$ cat src/common/qbc_defines.vh
// Purpose: Constants for the burst-of-four command port.
// Assumes: x18 data beats, 16 word locations.
// Notes:   Included by the design file and the bench files.
// Overview of operation
// - A low fetch command at a master clock rise, unless the slot before took a read, is a read whatever the store command says.
// - Fetch high with store low at a master clock rise starts a burst-of-four write.
// - Both commands high make a no-operation and the location bus is ignored.
// - Read beats leave aligned to echo clock edges at n+3, n+3.5, n+4 and n+4.5.
// - A write two cycles after a write is held pending while the last two beats are taken; a write right after one is ignored.
// - After a read the next command slot carries the third and fourth read beats.
// - With termination off, read data floats for one cycle three cycles after a lone NOP or write.
// - With termination on, read data is driven low for that cycle instead.
// - Output valid changes on the falling phase together with the second beat of a cycle.
`ifndef QBC_DEFINES_VH
`define QBC_DEFINES_VH

`define QBC_DATA_W      18
`define QBC_LOC_W       4
`define QBC_WORDS       16
`define QBC_BURST_W     72
`define QBC_FIFO_DEPTH  16
`define QBC_FIFO_AW     4
`define QBC_HIST_W      5
`define QBC_TERM_OFF    2'h0

`define QBC_W_IDLE      5'h01
`define QBC_W_B0        5'h02
`define QBC_W_B1        5'h04
`define QBC_W_B2        5'h08
`define QBC_W_B3        5'h10

`endif

$ cat src/rtl/qbc_command_port.v
// Purpose: Command decode, burst beat sequencing and read bus idling of the port.
// Assumes: Master clock, strobe and all pins are slow and sampled by i_mclk.
// Notes:   Write bursts pass a FIFO before they reach the flip-flop array.
`timescale 1ns/100ps
`include "qbc_defines.vh"

module qbc_sync #(
    parameter W = 1
) (
    input  wire         i_mclk,
    input  wire         i_sys_rst,
    input  wire [W-1:0] i_d,
    output wire [W-1:0] o_q
);
    reg [W-1:0] meta_q;
    reg [W-1:0] sync_q;

    always @(posedge i_mclk or posedge i_sys_rst) begin
        if (i_sys_rst) begin
            meta_q <= {W{1'b0}};
            sync_q <= {W{1'b0}};
        end else begin
            meta_q <= i_d;
            sync_q <= meta_q;
        end
    end

    assign o_q = sync_q;
endmodule

module qbc_fifo #(
    parameter W     = 8,
    parameter DEPTH = 16,
    parameter AW    = 4
) (
    input  wire         i_mclk,
    input  wire         i_sys_rst,
    input  wire         i_in_valid,
    output wire         o_in_ready,
    input  wire [W-1:0] i_in_data,
    output wire         o_out_valid,
    input  wire         i_out_ready,
    output wire [W-1:0] o_out_data
);
    reg [W-1:0] store_q [0:DEPTH-1];
    reg [AW-1:0] wptr_q;
    reg [AW-1:0] rptr_q;
    reg [AW:0]   count_q;
    wire         do_push;
    wire         do_pop;

    assign o_in_ready  = (count_q != DEPTH[AW:0]);
    assign o_out_valid = (count_q != {(AW+1){1'b0}});
    assign o_out_data  = store_q[rptr_q];
    assign do_push     = i_in_valid & o_in_ready;
    assign do_pop      = o_out_valid & i_out_ready;

    always @(posedge i_mclk) begin
        if (do_push) begin
            store_q[wptr_q] <= i_in_data;
        end
    end

    always @(posedge i_mclk or posedge i_sys_rst) begin
        if (i_sys_rst) begin
            wptr_q  <= {AW{1'b0}};
            rptr_q  <= {AW{1'b0}};
            count_q <= {(AW+1){1'b0}};
        end else begin
            if (do_push) begin
                wptr_q <= wptr_q + 1'b1;
            end
            if (do_pop) begin
                rptr_q <= rptr_q + 1'b1;
            end
            if (do_push & ~do_pop) begin
                count_q <= count_q + 1'b1;
            end else if (do_pop & ~do_push) begin
                count_q <= count_q - 1'b1;
            end
        end
    end
endmodule

module qbc_command_port (
    input  wire                   i_mclk,
    input  wire                   i_sys_rst,
    input  wire                   i_master_clk,
    input  wire                   i_fetch_command_n,
    input  wire                   i_store_command_n,
    input  wire [`QBC_LOC_W-1:0]  i_location_bus,
    input  wire                   i_inbound_strobe,
    input  wire [`QBC_DATA_W-1:0] i_input_beat,
    input  wire [1:0]             i_data_termination_sel,
    output reg                    o_echo_clk,
    output reg                    o_echo_clk_n,
    output reg  [`QBC_DATA_W-1:0] o_output_beat,
    output reg                    o_output_beat_oe_n,
    output reg                    o_output_valid,
    output reg                    o_store_backpressure
);
    localparam SW = 3 + `QBC_LOC_W + 1 + `QBC_DATA_W + 2;
    localparam FW = `QBC_LOC_W + `QBC_BURST_W;
    localparam DW = `QBC_DATA_W;

    wire [SW-1:0] raw_pins;
    wire [SW-1:0] pins_s;
    wire          mck_s;
    wire          fetch_n_s;
    wire          store_n_s;
    wire [`QBC_LOC_W-1:0] loc_s;
    wire          strb_s;
    wire [DW-1:0] beat_s;
    wire [1:0]    term_s;

    assign raw_pins = {i_master_clk, i_fetch_command_n, i_store_command_n,
                       i_location_bus, i_inbound_strobe, i_input_beat,
                       i_data_termination_sel};

    qbc_sync #(.W(SW)) u_sync (
        .i_mclk    (i_mclk),
        .i_sys_rst (i_sys_rst),
        .i_d       (raw_pins),
        .o_q       (pins_s)
    );

    assign {mck_s, fetch_n_s, store_n_s} = pins_s[SW-1:SW-3];
    assign loc_s  = pins_s[DW+2+1+`QBC_LOC_W-1:DW+2+1];
    assign strb_s = pins_s[DW+2];
    assign beat_s = pins_s[DW+1:2];
    assign term_s = pins_s[1:0];

    reg  mck_d1_q;
    reg  strb_d1_q;
    wire ck_rise = mck_s & ~mck_d1_q;
    wire ck_fall = ~mck_s & mck_d1_q;
    wire st_rise = strb_s & ~strb_d1_q;
    wire st_fall = ~strb_s & strb_d1_q;

    // Command decode; a read following a taken read would collide on the bus, so it is dropped.
    reg  [`QBC_HIST_W-1:0] rd_hist_q;
    wire is_read  = ~fetch_n_s;
    wire is_write = fetch_n_s & ~store_n_s;
    wire rd_take  = is_read & ~rd_hist_q[0];
    // With both commands high neither path starts and the location is not used.

    // Write burst tracker.
    reg  [4:0]              wst_q;
    reg  [4:0]              wst_d;
    reg  [`QBC_LOC_W-1:0]   waddr_q;
    reg  [`QBC_LOC_W-1:0]   waddr_d;
    reg                     pend_q;
    reg                     pend_d;
    reg  [`QBC_LOC_W-1:0]   paddr_q;
    reg  [`QBC_LOC_W-1:0]   paddr_d;
    reg  [`QBC_BURST_W-1:0] wbeats_q;
    reg  [`QBC_BURST_W-1:0] wbeats_d;
    reg                     wdone;
    reg                     push_q;
    reg  [FW-1:0]           push_data_q;

    always @* begin
        wst_d    = wst_q;
        waddr_d  = waddr_q;
        pend_d   = pend_q;
        paddr_d  = paddr_q;
        wbeats_d = wbeats_q;
        wdone    = 1'b0;
        if (st_rise) begin
            case (wst_q)
                `QBC_W_B0: begin
                    wbeats_d[DW-1:0] = beat_s;
                    wst_d = `QBC_W_B1;
                end
                `QBC_W_B2: begin
                    wbeats_d[3*DW-1:2*DW] = beat_s;
                    wst_d = `QBC_W_B3;
                end
                default: begin
                end
            endcase
        end
        if (st_fall) begin
            case (wst_q)
                `QBC_W_B1: begin
                    wbeats_d[2*DW-1:DW] = beat_s;
                    wst_d = `QBC_W_B2;
                end
                `QBC_W_B3: begin
                    wbeats_d[4*DW-1:3*DW] = beat_s;
                    wdone = 1'b1;
                    if (pend_q) begin
                        wst_d   = `QBC_W_B0;
                        waddr_d = paddr_q;
                        pend_d  = 1'b0;
                    end else begin
                        wst_d = `QBC_W_IDLE;
                    end
                end
                default: begin
                end
            endcase
        end
        if (ck_rise & is_write) begin
            if (wst_d == `QBC_W_IDLE) begin
                wst_d   = `QBC_W_B0;
                waddr_d = loc_s;
            end else if (wst_d == `QBC_W_B2 || wst_d == `QBC_W_B3) begin
                pend_d  = 1'b1;
                paddr_d = loc_s;
            end
        end
    end

    // Storage behind the FIFO; draining pauses only on master clock rise cycles, too rarely for the FIFO to fill.
    wire          fifo_in_ready;
    wire          fifo_out_valid;
    wire [FW-1:0] fifo_out_data;
    wire          drain_ready = ~ck_rise;
    reg  [`QBC_BURST_W-1:0] mem_q [0:`QBC_WORDS-1];

    qbc_fifo #(.W(FW), .DEPTH(`QBC_FIFO_DEPTH), .AW(`QBC_FIFO_AW)) u_fifo (
        .i_mclk      (i_mclk),
        .i_sys_rst   (i_sys_rst),
        .i_in_valid  (push_q),
        .o_in_ready  (fifo_in_ready),
        .i_in_data   (push_data_q),
        .o_out_valid (fifo_out_valid),
        .i_out_ready (drain_ready),
        .o_out_data  (fifo_out_data)
    );

    always @(posedge i_mclk) begin
        if (fifo_out_valid & drain_ready) begin
            mem_q[fifo_out_data[FW-1:`QBC_BURST_W]] <= fifo_out_data[`QBC_BURST_W-1:0];
        end
    end

    // Read pipeline: one burst stage per master cycle.
    reg [`QBC_BURST_W-1:0] rd_pipe_q [0:`QBC_HIST_W-1];
    integer k;

    wire idle_float = (term_s == `QBC_TERM_OFF);

    always @(posedge i_mclk or posedge i_sys_rst) begin
        if (i_sys_rst) begin
            mck_d1_q             <= 1'b0;
            strb_d1_q            <= 1'b0;
            wst_q                <= `QBC_W_IDLE;
            waddr_q              <= {`QBC_LOC_W{1'b0}};
            pend_q               <= 1'b0;
            paddr_q              <= {`QBC_LOC_W{1'b0}};
            wbeats_q             <= {`QBC_BURST_W{1'b0}};
            push_q               <= 1'b0;
            push_data_q          <= {FW{1'b0}};
            rd_hist_q            <= {`QBC_HIST_W{1'b0}};
            for (k = 0; k < `QBC_HIST_W; k = k + 1) begin
                rd_pipe_q[k] <= {`QBC_BURST_W{1'b0}};
            end
            o_echo_clk           <= 1'b0;
            o_echo_clk_n         <= 1'b1;
            o_output_beat        <= {DW{1'b0}};
            o_output_beat_oe_n   <= 1'b1;
            o_output_valid       <= 1'b0;
            o_store_backpressure <= 1'b0;
        end else begin
            mck_d1_q             <= mck_s;
            strb_d1_q            <= strb_s;
            wst_q                <= wst_d;
            waddr_q              <= waddr_d;
            pend_q               <= pend_d;
            paddr_q              <= paddr_d;
            wbeats_q             <= wbeats_d;
            push_q               <= wdone;
            push_data_q          <= {waddr_q, wbeats_d};
            o_store_backpressure <= ~fifo_in_ready;
            // Echo clock follows the sampled master clock with the same delay as the data.
            o_echo_clk           <= mck_s;
            o_echo_clk_n         <= ~mck_s;
            if (ck_rise) begin
                rd_hist_q    <= {rd_hist_q[`QBC_HIST_W-2:0], rd_take};
                rd_pipe_q[0] <= rd_take ? mem_q[loc_s] : {`QBC_BURST_W{1'b0}};
                for (k = 1; k < `QBC_HIST_W; k = k + 1) begin
                    rd_pipe_q[k] <= rd_pipe_q[k-1];
                end
                if (rd_hist_q[2]) begin
                    o_output_beat      <= rd_pipe_q[2][DW-1:0];
                    o_output_beat_oe_n <= 1'b0;
                end else if (rd_hist_q[3]) begin
                    o_output_beat      <= rd_pipe_q[3][3*DW-1:2*DW];
                    o_output_beat_oe_n <= 1'b0;
                end else begin
                    o_output_beat      <= {DW{1'b0}};
                    o_output_beat_oe_n <= idle_float;
                end
            end else if (ck_fall) begin
                o_output_valid <= rd_hist_q[3] | rd_hist_q[4];
                if (rd_hist_q[3]) begin
                    o_output_beat      <= rd_pipe_q[3][2*DW-1:DW];
                    o_output_beat_oe_n <= 1'b0;
                end else if (rd_hist_q[4]) begin
                    o_output_beat      <= rd_pipe_q[4][4*DW-1:3*DW];
                    o_output_beat_oe_n <= 1'b0;
                end else begin
                    o_output_beat      <= {DW{1'b0}};
                    o_output_beat_oe_n <= idle_float;
                end
            end
        end
    end
endmodule

$ cat config.mk
export PLATFORM = sky130hd
export DESIGN_NAME = qbc_command_port
export DESIGN_NICKNAME = d
export VERILOG_FILES = /design/src/rtl/qbc_command_port.v
export VERILOG_INCLUDE_DIRS = /design/src /design/src/common
export SDC_FILE = /design/constraint.sdc
export NUM_CORES = 2
export LEC_CHECK = 0
export ABC_AREA = 0
export ABC_CLOCK_PERIOD_IN_PS = 31100
export BUFFER_PORTS_ARGS = -buffer_cell sky130_fd_sc_hd__buf_2
export CAP_MARGIN = 20
export CORE_MARGIN = 2
export CORE_UTILIZATION = 33
export CTS_BUF_LIST = sky130_fd_sc_hd__clkbuf_4
export CTS_CLUSTER_SIZE = 12
export DETAILED_ROUTE_END_ITERATION = 10
export PLACE_DENSITY = 0.47
export REMOVE_ABC_BUFFERS = 1
export SLEW_MARGIN = 15
export SYNTH_ARGS = -nofsm -noshare
export SYNTH_HDL_FRONTEND = slang
export SYNTH_HIERARCHICAL = 1
export SYNTH_SLANG_ARGS = --single-unit
$ cat constraint.sdc
create_clock -name i_mclk -period 31.1 [get_ports i_mclk]
set_input_delay 3.11 -clock i_mclk [delete_from_list [all_inputs] [get_ports i_mclk]]
set_output_delay 3.11 -clock i_mclk [all_outputs]
set_load 0.01 [all_outputs]
### Word level (Yosys, flattened, before mapping)

Memory sizes are Yosys's and may differ from the RTL's.
Index checks and enable logic that the tools add are counted.

| operators by class | value |
|---|---|
| bitwise operators | 24 |
| add/sub/neg operators | 4 |
| mux-type cells | 46 |
| eq/ne operators | 8 |
| reductions and logical operators | 7 |

Operators by type and width:

| kind | count |
|---|---|
| 18-bit 2-to-1 mux | 14 |
| 72-bit 2-to-1 mux | 1 |
| 5-bit 2-to-1 mux | 6 |
| 4-bit 2-to-1 mux | 5 |
| 5-bit one-hot mux with 2 select lines | 2 |
| 1-bit 2-to-1 mux | 17 |
| 1-bit NOT | 12 |
| 1-bit bitwise AND | 11 |
| 5-bit by 4-bit == test with 1-bit output, second input constant | 2 |
| 5-bit == test, second input constant | 2 |
| 4-bit by 1-bit adder with 4-bit output, second input constant | 2 |
| 5-bit by 1-bit adder with 5-bit output, second input constant | 1 |
| 5-bit by 1-bit == test with 1-bit output, second input constant | 1 |
| 5-bit by 2-bit == test with 1-bit output, second input constant | 1 |
| 5-bit by 3-bit == test with 1-bit output, second input constant | 1 |
| 5-bit != test, second input constant | 1 |
| 5-bit nonzero test | 1 |
| 5-bit by 1-bit subtractor with 5-bit output, second input constant | 1 |
| 2-bit nonzero test | 2 |
| 3-bit AND reduction | 1 |
| 2-bit zero test | 1 |
| 2-bit 2-to-1 mux | 1 |
| 2-bit AND reduction | 1 |
| 1-bit logical OR | 1 |
| 1-bit bitwise OR | 1 |

| storage, ports and cells | value |
|---|---|
| logic and storage cells | 116 |
| output and inout bits | 23 |
| memories | 2 |
| RAM bits | 2368 |
| bits in registers | 621 |
| input bits | 30 |

Memories:

| name | words | bits a word | rd ports | clocked after Yosys merged registers in | write ports | line | RTL |
|---|---|---|---|---|---|---|---|
| u_fifo.store_q | 16 | 76 | 1 | 0 | 1 | qbc_command_port.v:45 | `reg [W-1:0] store_q [0:DEPTH-1];` |
| mem_q | 16 | 72 | 1 | 0 | 1 | qbc_command_port.v:220 | `` reg [`QBC_BURST_W-1:0] mem_q [0:`QBC_WORDS-1]; `` |

### Longest topological paths before layout

| depth | value |
|---|---|
| word-level depth | 10 |
| mapped depth | 14 |
| gate-level depth less buffers | 11 |

### Cells and area by module

The synthesis kept the hierarchy.

By module, submodules not included:

| module | seq. area each (µm²) | area an instance (µm²) | times used | cells each |
|---|---|---|---|---|
| qbc_command_port | 44806.7 | 58967.8 | 1 | 2910 |
| qbc_fifo | 36840.3 | 47259.1 | 1 | 2268 |
| qbc_sync | 1401.3 | 1405.1 | 1 | 57 |

### Worst setup path after synthesis

Ideal clock, no wire load.

| timing | value |
|---|---|
| path kind | register -> register |
| start point | reg u_fifo.rptr_q[1] |
| end point | mem mem_q[8][0] in the netlist's numbering, enable pin |
| arrival | 6.977 ns |
| clock period less this slack | 7.568 ns |
| stages on the path, launching flop included | 9 |
| buffers on the path | 3 |
| data required time | 30.510 ns |
| setup slack | 23.532 ns |
| path through | dfrtp_1 buf_6 buf_2 buf_1 mux4_2 a22oi_1 nand2_1 or3b_2 nor3_1 |

| between the ends | value |
|---|---|
| word-level cells in the longest chain between the ends | 1 |

RTL lines:

| element | line | RTL |
|---|---|---|
| start: declaration | qbc_command_port.v:47 | `reg [AW-1:0] rptr_q;` |
| start signal: assignment | qbc_command_port.v:67 | `rptr_q <= {AW{1'b0}};` |
| start signal: assignment | qbc_command_port.v:74 | `rptr_q <= rptr_q + 1'b1;` |
| memory read 16 x 76 bit | -- |  |
| named net fifo_out_data[74] | qbc_command_port.v:218 | `wire [FW-1:0] fifo_out_data;` |
| end: declaration | qbc_command_port.v:220 |  |

The timed path passes the listed nets, and every way through them passes these cells.

### Worst setup path after layout

| timing | value |
|---|---|
| start point | reg u_fifo.rptr_q[0] |
| end point | mem mem_q[13][7] in the netlist's numbering, enable pin |

The elaborated chain is that of the path after synthesis.

==> impl_metrics.json <==
{
  "status": "finished clean",
  "final_max_slew_viol_count": 0,
  "power_density_nw_per_um2": 63.8,
  "mostFrequentLayoutCell": "edfxtp_1",
  "h-tree-depth": 6,
  "rsz0062_at_grt": "no",
  "fin_setup_tns_ps": 0,
  "drtAntennaViolNets": 0,
  "grt_antenna_before_repair": 28,
  "synth.lib_cells_used.distinct": 53,
  "achievable-frequency_ghz": 0.162,
  "synth_top_area_share_pct": 66.1,
  "power_leakage_uw": 0.0345,
  "synth_enable_flop_cells": 2368,
  "cts_resized": 0,
  "finalInstanceArea_um2": 123000,
  "vias": 54036,
  "cpLargestDelayFamily": "buffers and inverters",
  "whs_path_depth": 0,
  "dieHeight_um": 575,
  "dieArea_um2": 331000,
  "hold_viol": 0,
  "peakVddDrop_mv": 0.0345,
  "worst_hold_path.endpoint": "u_sync/o_q[14]",
  "yosys.area.top_type": "edfxtp_1",
  "grt_first_pass_wirelength_um": 402000,
  "cts.root.buffer_cell": "clkbuf_4",
  "hpwlAfterDp_um": 146000,
  "critPathSlowestCell": "dfrtp_4",
  "cpPeakStageDelay_ps": 980,
  "holdCritStartpoint": "u_sync/meta_q[14]",
  "instances_no_fill": 10823,
  "critPathCaptureType": "register",
  "fin_worst_skew_ps": 168,
  "core_ar_um2": 324000,
  "post_drt_wl_per_cell_um": 25.8,
  "timing.rr.end": "mem_q[13][7]",
  "report.final.setup_viol": 0,
  "start_kind": "register",
  "grt_max_degree": 118,
  "post-cts-setup-buffers": 0,
  "dp_cells": 9445,
  "layout_common_cells": "2368 x edfxtp_1, 1213 x clkbuf_4, 467 x dfrtp_1, 449 x mux2i_1, 440 x mux4_2",
  "detail_route.first_pass.iterations": 5,
  "setup.worst_path.class": "register to register",
  "via_per_inst": 4.99,
  "post_cts_hold_buffers": 0,
  "place.port_buffers": 52,
  "first_global_vias": 57022,
  "cp.arrival_ps": 7210,
  "synthToLayoutAreaGrowth_pct": 14.5,
  "detailed_place.area_um2": 113000,
  "cts_bufs_inserted": 751,
  "wl_um": 279000,
  "timing.hold.ws_ps": 335,
  "floorplan.initialDensity_pct": 33.2,
  "yosys_synthesis_warning_count": 6,
  "worst-endpoint-required_ps": 32150,
  "max-slew-margin-rel_pct": 23.8,
  "initialDrtViolationCount": 4090,
  "post_synthesis_instance_area_um2": 108000,
  "grt_remaining_overflow": 0,
  "clock_path_buffers": 4,
  "path_type_of_the_worst_min_delay_path": "register to register",
  "die_width_um": 575,
  "critical_path_buf_inv_count": 3,
  "synth-async-reset-ratio_pct": 16.8,
  "seq_area_frac_synth_pct": 77.2,
  "dominantRegCellSynth": "edfxtp_1",
  "final_period_minus_worst_setup_slack_ps": 6160,
  "remaining_drcs": 0,
  "gp_congestion": 0.713,
  "cp_common_cell": "buf_4",
  "row_count": 209,
  "drive_gt1_share_pct": 34.5,
  "cts_sink_cnt": 2845,
  "clkTransAtPathRegs_ps": 70,
  "min_period_over_period_pct": 19.8,
  "clock_insertion_delay_worst_skew_ps": 1580,
  "num_io_pins": 53,
  "crit_chain": "buf_4 > buf_4 > mux2i_1 > a221oi_1 > o21ai_1 > nand2_1 > nand4_1 > nor2_4 > buf_4",
  "global_routing_usage_summed_across_all_routing_layers_pct": 16.7,
  "synth_cells": 5235,
  "syn_area_per_cell_um2": 20.6,
  "timing_worst_slew_pin_value_ps": 1140,
  "number_of_nets_at_the_end_of_the_flow": 5917,
  "ff2ff_setup_slack_ps": 24940,
  "ys_top_cells_by_area": "edfxtp_1 66%, dfrtp_1 11%, mux4_2 9.2%",
  "timing.rr.start": "u_fifo/rptr_q[0]",
  "reg2regPathDepth": 9,
  "tritoncts": "built",
  "postSynthRegisterBits": 2845,
  "max_cap_violations": 0,
  "maximum_fanout_encountered_on_the_critical_timing_path": 51
}
## layout make-up
| cell class | count | area, um^2 |
|---|---|---|
| multi-input combinational | 2092 | 23300 |
| fill | 30035 | 201000 |
| tap | 4325 | 5410 |
| clock buffer | 1213 | 9110 |
| sequential | 2845 | 83100 |
| inverter | 13 | 63.8 |
| clock inverter | 140 | 916 |
| antenna | 23 | 57.6 |
| timing repair buffer | 172 | 1280 |
## synth_stat cells, types with 28 or more instances
master	instances
edfxtp_1	2368
dfrtp_1	474
mux2i_1	449
mux4_2	440
mux2_2	286
nand2_1	188
a221oi_1	162
clkbuf_1	137
o21ai_0	132
nor2_1	116
a21oi_1	88
a22oi_1	84
buf_6	46
buf_2	45
buf_1	43
o21ai_1	28
## worst max path at each step
stage / from / end / slack [ps] / cells past startpoint
2_1_floorplan: u_fifo/rptr_q[0] / mem_q[8][0] / 8550 / 5
3_3_place_gp: i_sys_rst / rd_pipe_q[299] / 23910 / 6
3_5_place_dp: i_sys_rst / rd_pipe_q[244] / 23780 / 6
4_1_cts: u_fifo/rptr_q[0] / mem_q[13][58] / 24770 / 9
5_1_grt: u_fifo/rptr_q[0] / mem_q[13][58] / 24440 / 9
6_report: u_fifo/rptr_q[0] / mem_q[13][7] / 24940 / 9
## registers in the layout, summed over array words and instances (netlist names), 4 cells and up
| signal | cells |
|---|---|
| u_fifo/store_q | 1216 |
| mem_q | 1152 |
| rd_pipe_q | 288 |
| push_data_q | 76 |
| u_sync/meta_q | 28 |
| u_sync/o_q | 28 |
| o_output_beat | 18 |
| rd_hist_q | 5 |
| u_fifo/count_q | 5 |
| wst_q | 5 |
| paddr_q | 4 |
| u_fifo/rptr_q | 4 |
| u_fifo/wptr_q | 4 |
| waddr_q | 4 |
## per-stage QoR
stage / utilization (%) / total power, uW / setup slack, ps
6_report: 38.0 / 7860 / 24940
5_1_grt: 38.0 / 8230 / 24440
4_1_cts: 38.0 / 8000 / 24770
3_5_place_dp: 34.9 / 4600 / 23780
3_3_place_gp: 34.9 / 4590 / 23910
2_1_floorplan: - / 4500 / 8550
## layer usage
layer  vias to the layer above  routed length, um  track usage, %
met5                         -                 76               0
met4                        12               5130            4.21
met3                       370              14600            3.05
met2                      1479             133000            26.9
met1                     28914             127000            23.4
li1                      23261                  -               -
## power by group
| group | internal [uW] | switching, uW | leakage, uW |
|---|---|---|---|
| clock network | 1830 | 1530 | 0.00601 |
| registers | 4190 | 86.8 | 0.0209 |
| logic | 117 | 114 | 0.00752 |
## logic make-up (layout without fill, tap and decap cells)
logic type,Yosys count,in the layout,share of synthesized area [%]
fa+ha+maj,12,12,0.146
simple gates,360,360,1.39
buf+inv,298,1538,1.46
flops,2845,2845,77.2
xor+xnor,10,10,0.0814
mux,1175,1175,16.4
compound gates,535,535,3.39
other cells,0,23,0
Note: power is estimated with default switching activity, not from simulation.
